<file path="config.mk">
export PLATFORM = sky130hd
export DESIGN_NAME = dwd_decoder
export DESIGN_NICKNAME = d
export VERILOG_FILES = /design/src/hdl/dwd_pkg.sv /design/src/hdl/dwd_addr_decode.sv /design/src/hdl/dwd_channel.sv /design/src/hdl/dwd_decoder.sv
export SDC_FILE = /design/constraint.sdc
export NUM_CORES = 2
export LEC_CHECK = 0
export BUFFER_PORTS_ARGS = -buffer_cell sky130_fd_sc_hd__buf_2
export CORE_UTILIZATION = 33
export CTS_CLUSTER_DIAMETER = 120
export DETAILED_ROUTE_END_ITERATION = 10
export PLACE_DENSITY = 0.52
export SYNTH_ARGS = -nofsm -noshare
export SYNTH_HDL_FRONTEND = slang
export SYNTH_SLANG_ARGS = --single-unit
</file>
<file path="constraint.sdc">
create_clock -name ref_clk -period 14.9 [get_ports ref_clk]
set_input_delay 0.745 -clock ref_clk [delete_from_list [all_inputs] [get_ports ref_clk]]
set_output_delay 0.745 -clock ref_clk [all_outputs]
set_load 0.02 [all_outputs]
</file>
<file path="src/hdl/dwd_pkg.sv">
// Purpose: Shared constants and types for the DAC write decoder
// Assumes: 14-bit data words, 8-bit addresses, 32 channels in four groups of eight
// Notes: Power-on values give zero input, zero offset and unity gain
package dwd_pkg;

  // ---------------------------------------------------------------
  // Widths and counts
  // ---------------------------------------------------------------
  localparam int DATA_W = 14;
  localparam int GAIN_W = 13;
  localparam int ADDR_W = 8;
  localparam int NUM_CH = 32;
  localparam int NUM_GRP = 4;
  localparam int CH_PER_GRP = 8;
  localparam int POS_W = 3;
  localparam int CH_IDX_W = 5;
  localparam int STEP_W = 7;
  localparam int PROD_W = 28;
  localparam int CAL_W = 17;

  // ---------------------------------------------------------------
  // Field positions
  // ---------------------------------------------------------------
  localparam int STEP_DIR_BIT = 8;
  localparam int GRP_LSB = 4;
  localparam int GRP_MSB = 7;
  localparam int POS_MSB = 3;
  localparam int CAL_SHIFT = 13;

  // ---------------------------------------------------------------
  // Codes
  // ---------------------------------------------------------------
  localparam logic [1:0] SEL_INPUT = 2'h3;
  localparam logic [1:0] SEL_OFFSET = 2'h2;
  localparam logic [1:0] SEL_GAIN = 2'h1;
  localparam logic [1:0] SEL_SPECIAL = 2'h0;
  localparam logic [DATA_W-1:0] SOFT_RESET_WORD = 14'h3FFF;
  localparam logic [GRP_MSB-GRP_LSB:0] GRP_ALL = 4'h0;
  localparam logic [POS_MSB:0] POS_CODE_LOW_MAX = 4'h5;
  localparam logic [POS_MSB:0] POS_CODE_6 = 4'h8;
  localparam logic [POS_MSB:0] POS_CODE_7 = 4'h9;
  localparam logic [POS_W-1:0] POS_6 = 3'h6;
  localparam logic [POS_W-1:0] POS_7 = 3'h7;

  // ---------------------------------------------------------------
  // Reset values and limits
  // ---------------------------------------------------------------
  localparam logic [DATA_W-1:0] INPUT_RESET = 14'h0000;
  localparam logic [DATA_W-1:0] OFFSET_RESET = 14'h2000;
  localparam logic [GAIN_W-1:0] GAIN_RESET = 13'h1FFF;
  localparam logic [DATA_W-1:0] CODE_MAX = 14'h3FFF;
  localparam logic [DATA_W-1:0] CODE_MIN = 14'h0000;
  localparam logic [CAL_W-1:0] CAL_OFFSET_ZERO = 17'h02000;
  localparam logic [CAL_W-1:0] CAL_CODE_MAX = 17'h03FFF;

  // ---------------------------------------------------------------
  // Types
  // ---------------------------------------------------------------
  typedef enum logic [2:0] {
    OP_NONE = 3'h0,
    OP_INPUT = 3'h1,
    OP_OFFSET = 3'h2,
    OP_GAIN = 3'h3,
    OP_STEP = 3'h4,
    OP_RESET = 3'h5
  } dwd_op_type;

  typedef struct packed {
    logic reg_select_hi;
    logic reg_select_lo;
    logic [DATA_W-1:0] write_data_word;
    logic [ADDR_W-1:0] write_address;
  } dwd_write_type;

  typedef struct packed {
    logic [DATA_W-1:0] channel_input_code;
    logic [DATA_W-1:0] offset_code;
    logic [GAIN_W-1:0] gain_code;
  } dwd_chan_type;

endpackage : dwd_pkg

</file>
<file path="src/hdl/dwd_addr_decode.sv">
// Purpose: Expands an 8-bit write address into a 32-channel select mask
// Assumes: Channel index is group times eight plus position
// Notes: Purely combinational
`timescale 1ns/1ps
module dwd_addr_decode (
  // Address in
  input wire logic [dwd_pkg::ADDR_W-1:0] write_address,
  // Select out
  output logic [dwd_pkg::NUM_CH-1:0] channel_select
);

  logic [dwd_pkg::GRP_MSB-dwd_pkg::GRP_LSB:0] group_field;
  logic [dwd_pkg::POS_MSB:0] pos_code;
  logic [dwd_pkg::POS_W-1:0] pos;
  logic pos_valid;

  assign group_field = write_address[dwd_pkg::GRP_MSB:dwd_pkg::GRP_LSB];
  assign pos_code = write_address[dwd_pkg::POS_MSB:0];

  always_comb begin
    pos = '0;
    pos_valid = 1'b0;
    if (pos_code <= dwd_pkg::POS_CODE_LOW_MAX) begin
      pos = pos_code[dwd_pkg::POS_W-1:0];
      pos_valid = 1'b1;
    end else if (pos_code == dwd_pkg::POS_CODE_6) begin
      pos = dwd_pkg::POS_6;
      pos_valid = 1'b1;
    end else if (pos_code == dwd_pkg::POS_CODE_7) begin
      pos = dwd_pkg::POS_7;
      pos_valid = 1'b1;
    end
  end

  always_comb begin
    channel_select = '0;
    if (group_field == dwd_pkg::GRP_ALL) begin
      channel_select = '1;
    end else if (pos_valid) begin
      for (int g = 0; g < dwd_pkg::NUM_GRP; g++) begin
        channel_select[g * dwd_pkg::CH_PER_GRP + int'(pos)] = group_field[g];
      end
    end
  end

endmodule : dwd_addr_decode

</file>
<file path="src/hdl/dwd_channel.sv">
// Purpose: One channel's input, offset and gain registers
// Assumes: Operation and data are valid for one cycle
// Notes: Soft reset acts regardless of the select input
`timescale 1ns/1ps
module dwd_channel (
  // Clock and reset
  input wire logic ref_clk,
  input wire logic rst_n,
  // Command
  input wire logic select,
  input wire dwd_pkg::dwd_op_type op,
  input wire logic [dwd_pkg::DATA_W-1:0] data,
  // State
  output dwd_pkg::dwd_chan_type state
);

  logic [dwd_pkg::DATA_W-1:0] input_reg;
  logic [dwd_pkg::DATA_W-1:0] input_next;
  logic [dwd_pkg::DATA_W-1:0] offset_reg;
  logic [dwd_pkg::GAIN_W-1:0] gain_reg;
  logic [dwd_pkg::DATA_W:0] step_sum;
  logic [dwd_pkg::DATA_W-1:0] step_size;

  assign step_size = {{(dwd_pkg::DATA_W-dwd_pkg::STEP_W){1'b0}}, data[dwd_pkg::STEP_W-1:0]};
  assign step_sum = {1'b0, input_reg} + {1'b0, step_size};

  // ---------------------------------------------------------------
  // Step with saturation
  // ---------------------------------------------------------------
  always_comb begin
    if (data[dwd_pkg::STEP_DIR_BIT]) begin
      input_next = step_sum[dwd_pkg::DATA_W] ? dwd_pkg::CODE_MAX : step_sum[dwd_pkg::DATA_W-1:0];
    end else begin
      input_next = (input_reg < step_size) ? dwd_pkg::CODE_MIN : input_reg - step_size;
    end
  end

  // ---------------------------------------------------------------
  // Registers
  // ---------------------------------------------------------------
  always_ff @(posedge ref_clk or negedge rst_n) begin
    if (!rst_n) begin
      input_reg <= dwd_pkg::INPUT_RESET;
    end else if (op == dwd_pkg::OP_RESET) begin
      input_reg <= dwd_pkg::INPUT_RESET;
    end else if (select && op == dwd_pkg::OP_INPUT) begin
      input_reg <= data;
    end else if (select && op == dwd_pkg::OP_STEP) begin
      input_reg <= input_next;
    end
  end

  always_ff @(posedge ref_clk or negedge rst_n) begin
    if (!rst_n) begin
      offset_reg <= dwd_pkg::OFFSET_RESET;
    end else if (op == dwd_pkg::OP_RESET) begin
      offset_reg <= dwd_pkg::OFFSET_RESET;
    end else if (select && op == dwd_pkg::OP_OFFSET) begin
      offset_reg <= data;
    end
  end

  always_ff @(posedge ref_clk or negedge rst_n) begin
    if (!rst_n) begin
      gain_reg <= dwd_pkg::GAIN_RESET;
    end else if (op == dwd_pkg::OP_RESET) begin
      gain_reg <= dwd_pkg::GAIN_RESET;
    end else if (select && op == dwd_pkg::OP_GAIN) begin
      gain_reg <= data[dwd_pkg::GAIN_W-1:0];
    end
  end

  assign state = '{channel_input_code: input_reg, offset_code: offset_reg, gain_code: gain_reg};

endmodule : dwd_channel

</file>
<file path="src/hdl/dwd_decoder.sv">
// Purpose: Decodes DAC write words into per-channel register updates
// Assumes: Write words arrive on ref_clk from a front end in the same domain
// Notes: Read-back state lags one cycle, calibrated code two cycles
//
// Overview of operation
// - Steer 14-bit word by two-bit selector
// - Selector 11 loads straight binary input code
// - Selector 10 loads offset-binary offset
// - Selector 01 loads gain code, gain (code+1)/8192
// - Selector 00 steps input code up to 127
// - All-ones special word grounds every output
// - Address high nibble groups, low nibble position
// - Zero group field writes all 32 channels
// - Group bits enable groups A to D
// - Eight position codes map to positions 0-7
// - Direction bit one adds, zero subtracts
// - Steps saturate at full or zero scale
// - Soft reset restores all channel registers
`timescale 1ns/1ps
module dwd_decoder (
  // Clock and reset
  input wire logic ref_clk,
  input wire logic rst_n,
  // Write command
  input wire logic write_valid,
  input wire dwd_pkg::dwd_write_type write_cmd,
  // Output update control
  input wire logic output_update,
  // Read-back select
  input wire logic [dwd_pkg::CH_IDX_W-1:0] rd_channel,
  // Read-back data
  output dwd_pkg::dwd_chan_type rd_state,
  output logic [dwd_pkg::DATA_W-1:0] rd_calibrated_code,
  // Status
  output logic outputs_grounded,
  output logic write_done,
  output logic write_ignored,
  output logic soft_reset_done
);

  // ---------------------------------------------------------------
  // Declarations
  // ---------------------------------------------------------------
  dwd_pkg::dwd_op_type op;
  logic [1:0] reg_sel;
  logic [dwd_pkg::NUM_CH-1:0] channel_select;
  dwd_pkg::dwd_chan_type chan_state [dwd_pkg::NUM_CH];
  dwd_pkg::dwd_chan_type rd_state_reg;
  logic [dwd_pkg::DATA_W-1:0] rd_calibrated_reg;
  logic grounded_reg;
  logic write_done_reg;
  logic write_ignored_reg;
  logic soft_reset_reg;
  logic is_ignored;
  logic [dwd_pkg::DATA_W-1:0] gain_plus_one;
  logic [dwd_pkg::PROD_W-1:0] cal_product;
  logic [dwd_pkg::CAL_W-1:0] cal_scaled;
  logic signed [dwd_pkg::CAL_W-1:0] cal_sum;
  logic [dwd_pkg::DATA_W-1:0] cal_next;

  // ---------------------------------------------------------------
  // Command decode
  // ---------------------------------------------------------------
  assign reg_sel = {write_cmd.reg_select_hi, write_cmd.reg_select_lo};

  always_comb begin
    op = dwd_pkg::OP_NONE;
    if (write_valid) begin
      case (reg_sel)
        dwd_pkg::SEL_INPUT: begin
          op = dwd_pkg::OP_INPUT;
        end
        dwd_pkg::SEL_OFFSET: begin
          op = dwd_pkg::OP_OFFSET;
        end
        dwd_pkg::SEL_GAIN: begin
          op = dwd_pkg::OP_GAIN;
        end
        dwd_pkg::SEL_SPECIAL: begin
          if (write_cmd.write_data_word == dwd_pkg::SOFT_RESET_WORD) begin
            op = dwd_pkg::OP_RESET;
          end else begin
            op = dwd_pkg::OP_STEP;
          end
        end
        default: begin
          op = dwd_pkg::OP_NONE;
        end
      endcase
    end
  end

  // ---------------------------------------------------------------
  // Address decode
  // ---------------------------------------------------------------
  dwd_addr_decode u_addr_decode (
    .write_address(write_cmd.write_address),
    .channel_select(channel_select)
  );

  // Soft reset ignores the address; anything else with no channel hit is dropped
  assign is_ignored = (op != dwd_pkg::OP_NONE) && (op != dwd_pkg::OP_RESET) && (channel_select == '0);

  // ---------------------------------------------------------------
  // Channel registers
  // ---------------------------------------------------------------
  generate
    for (genvar ch = 0; ch < dwd_pkg::NUM_CH; ch++) begin : g_chan
      dwd_channel u_channel (
        .ref_clk(ref_clk),
        .rst_n(rst_n),
        .select(channel_select[ch]),
        .op(op),
        .data(write_cmd.write_data_word),
        .state(chan_state[ch])
      );
    end
  endgenerate

  // ---------------------------------------------------------------
  // Output ground control
  // ---------------------------------------------------------------
  // Outputs stay at ground from soft reset until the next update; set wins over clear
  always_ff @(posedge ref_clk or negedge rst_n) begin
    if (!rst_n) begin
      grounded_reg <= 1'b1;
    end else if (op == dwd_pkg::OP_RESET) begin
      grounded_reg <= 1'b1;
    end else if (output_update) begin
      grounded_reg <= 1'b0;
    end
  end

  // ---------------------------------------------------------------
  // Status pulses
  // ---------------------------------------------------------------
  always_ff @(posedge ref_clk or negedge rst_n) begin
    if (!rst_n) begin
      write_done_reg <= 1'b0;
    end else begin
      write_done_reg <= (op != dwd_pkg::OP_NONE) && !is_ignored;
    end
  end

  always_ff @(posedge ref_clk or negedge rst_n) begin
    if (!rst_n) begin
      write_ignored_reg <= 1'b0;
    end else begin
      write_ignored_reg <= is_ignored;
    end
  end

  always_ff @(posedge ref_clk or negedge rst_n) begin
    if (!rst_n) begin
      soft_reset_reg <= 1'b0;
    end else begin
      soft_reset_reg <= (op == dwd_pkg::OP_RESET);
    end
  end

  // ---------------------------------------------------------------
  // Read-back stage
  // ---------------------------------------------------------------
  always_ff @(posedge ref_clk or negedge rst_n) begin
    if (!rst_n) begin
      rd_state_reg <= '{channel_input_code: dwd_pkg::INPUT_RESET,
                        offset_code: dwd_pkg::OFFSET_RESET,
                        gain_code: dwd_pkg::GAIN_RESET};
    end else begin
      rd_state_reg <= chan_state[rd_channel];
    end
  end

  // ---------------------------------------------------------------
  // Calibrated code
  // ---------------------------------------------------------------
  // Input times (gain+1)/8192 plus offset less mid-scale, clamped to the code range
  assign gain_plus_one = {1'b0, rd_state_reg.gain_code} + 14'h0001;
  assign cal_product = dwd_pkg::PROD_W'(rd_state_reg.channel_input_code) * dwd_pkg::PROD_W'(gain_plus_one);
  assign cal_scaled = dwd_pkg::CAL_W'(cal_product >> dwd_pkg::CAL_SHIFT);
  assign cal_sum = $signed(cal_scaled) + $signed(dwd_pkg::CAL_W'(rd_state_reg.offset_code))
                   - $signed(dwd_pkg::CAL_OFFSET_ZERO);

  always_comb begin
    if (cal_sum < 0) begin
      cal_next = dwd_pkg::CODE_MIN;
    end else if (cal_sum > $signed(dwd_pkg::CAL_CODE_MAX)) begin
      cal_next = dwd_pkg::CODE_MAX;
    end else begin
      cal_next = cal_sum[dwd_pkg::DATA_W-1:0];
    end
  end

  always_ff @(posedge ref_clk or negedge rst_n) begin
    if (!rst_n) begin
      rd_calibrated_reg <= dwd_pkg::CODE_MIN;
    end else begin
      rd_calibrated_reg <= cal_next;
    end
  end

  // ---------------------------------------------------------------
  // Outputs
  // ---------------------------------------------------------------
  assign rd_state = rd_state_reg;
  assign rd_calibrated_code = rd_calibrated_reg;
  assign outputs_grounded = grounded_reg;
  assign write_done = write_done_reg;
  assign write_ignored = write_ignored_reg;
  assign soft_reset_done = soft_reset_reg;

endmodule : dwd_decoder

</file>
==> results.sh <==
export IMPL_nNetsFinal=12362
export IMPL_hold_class="primary input to flip-flop"
export IMPL_cts_buffer_depth=4
export IMPL_grt_pass1_wl_mm=617
export IMPL_synthCells=12023
export IMPL_layout_drive_gt1_share_pct=14.0
export IMPL_crit_start="rd_state[0]$_DFF_PN1_"
export IMPL_start_util_pct=33.2
export IMPL_grt_usage_pct=25.2
export IMPL_mostFrequentLayoutCells="nand2_1 (2211), a21oi_1 (1082), dfrtp_1 (908)"
export IMPL_period_needed_ns=10.91
export IMPL_cts_setup_buffers=0
export IMPL_ys_ff_latch=1371
export IMPL_numPortBuffers=91
export IMPL_crit_path_end_kind="flip-flop"
export IMPL_drt_total_wl_mm=414
export IMPL_clk_pin_slew_worst_paths_ns=0.06
export IMPL_ff2ff_path_depth=34
export IMPL_fmax_ghz=0.0916
export IMPL_netlist_cell_type_count=107
export IMPL_ant_nets=0
export IMPL_grt_remaining_overflow=0
export IMPL_synth_edff_count=0
export IMPL_final_util_pct=36.3
export IMPL_grt_max_degree=196
export IMPL_ys_seq_area_share_pct=33.1
export IMPL_remaining_drc_errors=0
export IMPL_crit_path_frequent_cell="fa_1"
export IMPL_place_gp_congestion=0.965
export IMPL_crit_path_start_kind="flip-flop"
export IMPL_rsz0062_at_grt="false"
export IMPL_placement_cell_area_um2=109000
export IMPL_maxCapViolations=0
export IMPL_io_pins=92
export IMPL_slew_viol_final=0
export IMPL_syn_avg_cell_area_um2=8.77
export IMPL_num_vias=92267
export IMPL_finalSetupTns_ns=0
export IMPL_worst_pin_slew_ns=1.36
export IMPL_drt_initial_drc_count=9674
export IMPL_antenna_found_initial=33
export IMPL_power_leakage_nw=48.9
export IMPL_powerDensity_nw_per_um2=187
export IMPL_cp_max_fo=17
export IMPL_syn_num_nets=12833
export IMPL_critical_path_arrival_ns=11.59
export IMPL_final_common_cell="nand2_1"
export IMPL_required_ns=15.57
export IMPL_insertion_delay_ns=0.90
export IMPL_critPathCapture="rd_calibrated_code[8]$_DFF_PN0_"
export IMPL_fp_dieArea_um2=322000
export IMPL_placementRows=207
export IMPL_ys_warnings_count=0
export IMPL_critPathMaxStageDelay_ns=0.91
export IMPL_fin_area_um2=115000
export IMPL_crit_type="flip-flop to flip-flop"
export IMPL_finalCritPeriodShare_pct=73.2
export IMPL_hold_viol=0
export IMPL_vdd_ir_drop_max_mv=0.672
export IMPL_r2r_end="rd_calibrated_code[8]$_DFF_PN0_"
export IMPL_r2r_setup_slack_ns=3.99
export IMPL_relSlewSlack_pct=9.25
export IMPL_dr_pass1_iters=8
export IMPL_fp_dieH_um=567
export IMPL_core_um2=318000
export IMPL_grt_pass1_vias=89600
export IMPL_ys_flop_type="dfrtp_1"
export IMPL_numClockSinks=1371
export IMPL_rr_startpoint="rd_state[0]$_DFF_PN1_"
export IMPL_viasPerCell=5.81
export IMPL_tritoncts="built"
export IMPL_synthArstFlopShare_pct=100
export IMPL_root_buffer="clkbuf_16"
export IMPL_setup_viol_count_final=0
export IMPL_numCtsBuffers=173
export IMPL_wl_per_cell_um=26.1
export IMPL_finClkSkew_ns=0.0702
export IMPL_area_delta_synth_final_pct=9.30
export IMPL_syn_cell_area_um2=105000
export IMPL_die_w_um=567
export IMPL_dp_hpwl_mm=276
export IMPL_status="complete, no violations"
export IMPL_ctsResizeCount=0
export IMPL_htree_levels=4
export IMPL_cpMaxStageDelayCell="mux2i_1"
## area by class of cell
cell class              count  area, µm²
flip-flops and latches   1371      34900
multi-input cells        9168      64900
inverters                 536       2050
diodes                     10       25.0
clock buffers             242       4970
fillers                 32248     203000
clock inverters            69        857
well taps                4180       5230
repair buffers            302       2320
## Yosys cell counts, types with 34 or more instances
cell / count / share of area (%)
dfrtp_1: 908 / 22
a311oi_1: 40 / 0.33
buf_1: 93 / 0.33
o21a_1: 63 / 0.45
a221oi_1: 52 / 0.43
inv_1: 529 / 1.9
nand2b_1: 138 / 0.82
a221o_1: 43 / 0.41
xor2_1: 177 / 1.5
buf_2: 148 / 0.70
a22oi_1: 114 / 0.81
nor4_1: 49 / 0.29
o22ai_1: 52 / 0.31
mux2_2: 62 / 0.66
a21o_1: 91 / 0.65
nor3_1: 207 / 0.98
xnor2_1: 313 / 2.6
and3_1: 82 / 0.49
nor2_1: 691 / 2.5
a211oi_1: 90 / 0.64
mux2i_1: 44 / 0.42
nand2_1: 2211 / 7.9
o221ai_1: 58 / 0.48
a31oi_1: 81 / 0.48
fa_1: 205 / 3.9
or3_1: 79 / 0.47
o21bai_1: 96 / 0.68
a21oi_1: 1087 / 5.2
nor2b_1: 114 / 0.68
mux4_2: 412 / 8.8
o211ai_1: 300 / 2.1
dfstp_2: 463 / 12
nand4_1: 48 / 0.28
o21ai_0: 596 / 2.8
a32oi_1: 34 / 0.28
o21ai_1: 35 / 0.17
o31ai_1: 94 / 0.67
clkbuf_1: 701 / 2.5
and2_1: 108 / 0.64
nand3_1: 337 / 1.6
ha_1: 572 / 6.8
## worst max-delay path, delay by kind of cell (launching register included)
family,cells,cell delay (ns)
muxes,1,0.91
DFF,1,0.74
and+or+nand+nor,4,0.88
xor gates and xnor gates,2,0.71
buffers and inverters,4,0.45
adders and majority gates,10,3.98
AOI/OAI and AO/OA,13,3.05
## worst min-delay path by stage
stage                                               startpoint                                               to  slack, ns  depth (start not counted)
2_1_floorplan                                            rst_n     g_chan[0].u_channel.input_reg[0]$_DFFE_PN0P_       0.45                          0
3_3_place_gp   g_chan[15].u_channel.offset_reg[13]$_DFFE_PN1P_  g_chan[15].u_channel.offset_reg[13]$_DFFE_PN1P_       0.47                          2
3_5_place_dp                      outputs_grounded$_DFFE_PN1P_                     outputs_grounded$_DFFE_PN1P_       0.46                          2
4_1_cts                                          output_update                     outputs_grounded$_DFFE_PN1P_       0.03                          2
5_1_grt                                          output_update                     outputs_grounded$_DFFE_PN1P_       0.08                          2
6_report                                         output_update                     outputs_grounded$_DFFE_PN1P_       0.08                          2
## layer usage
layer	part of all wire [%]	wire (µm)	global-route usage, %
met1	43	177000	34.2
met2	45	187000	40.0
met3	6.9	28700	3.49
met4	5.0	20800	11.3
met5	0.019	80	0
## cells by family (layout without fill, tap and decap cells)
logic type               after synthesis  in the layout  share of synthesized area [%]
AND/OR/NAND/NOR                     4211           4211                           17.7
AO/OA/AOI/OAI                       3167           3167                           19.0
buffers and inverters               1484           1149                           5.48
flip-flops                          1371           1371                           33.1
adder cells (fa/ha/maj)              782            782                           10.7
multiplexers                         518            518                           9.88
XOR/XNOR                             490            490                           4.07
other                                  0             10                              0
## through the flow
step / hold WS, ns / setup WS [ns] / std cells / power [W]
floorplan: 0.449 / 5.69 / 12023 / 0.0141
global placement: 0.470 / 4.20 / 15556 / 0.0170
detailed placement: 0.463 / 4.05 / 15556 / 0.0171
CTS: 0.0304 / 4.04 / 15868 / 0.0216
global route: 0.0839 / 3.11 / 15872 / 0.0233
finish: 0.0751 / 3.99 / 15878 / 0.0216
## report_power, final
part / internal, W / total, W / switching (W)
Sequential: 0.00495 / 0.00614 / 0.00118
Combinational: 0.00480 / 0.0110 / 0.00616
Clock: 0.00264 / 0.00446 / 0.00182
Total: 0.0124 / 0.0216 / 0.00916
## timing repair
| action | in CTS | in global routing |
|---|---|---|
| setup endpoints to repair | 0 | 0 |
| hold endpoints to repair | 94 | 0 |
| hold buffers | 1 | 0 |
Power figures use the tool's default switching activity.
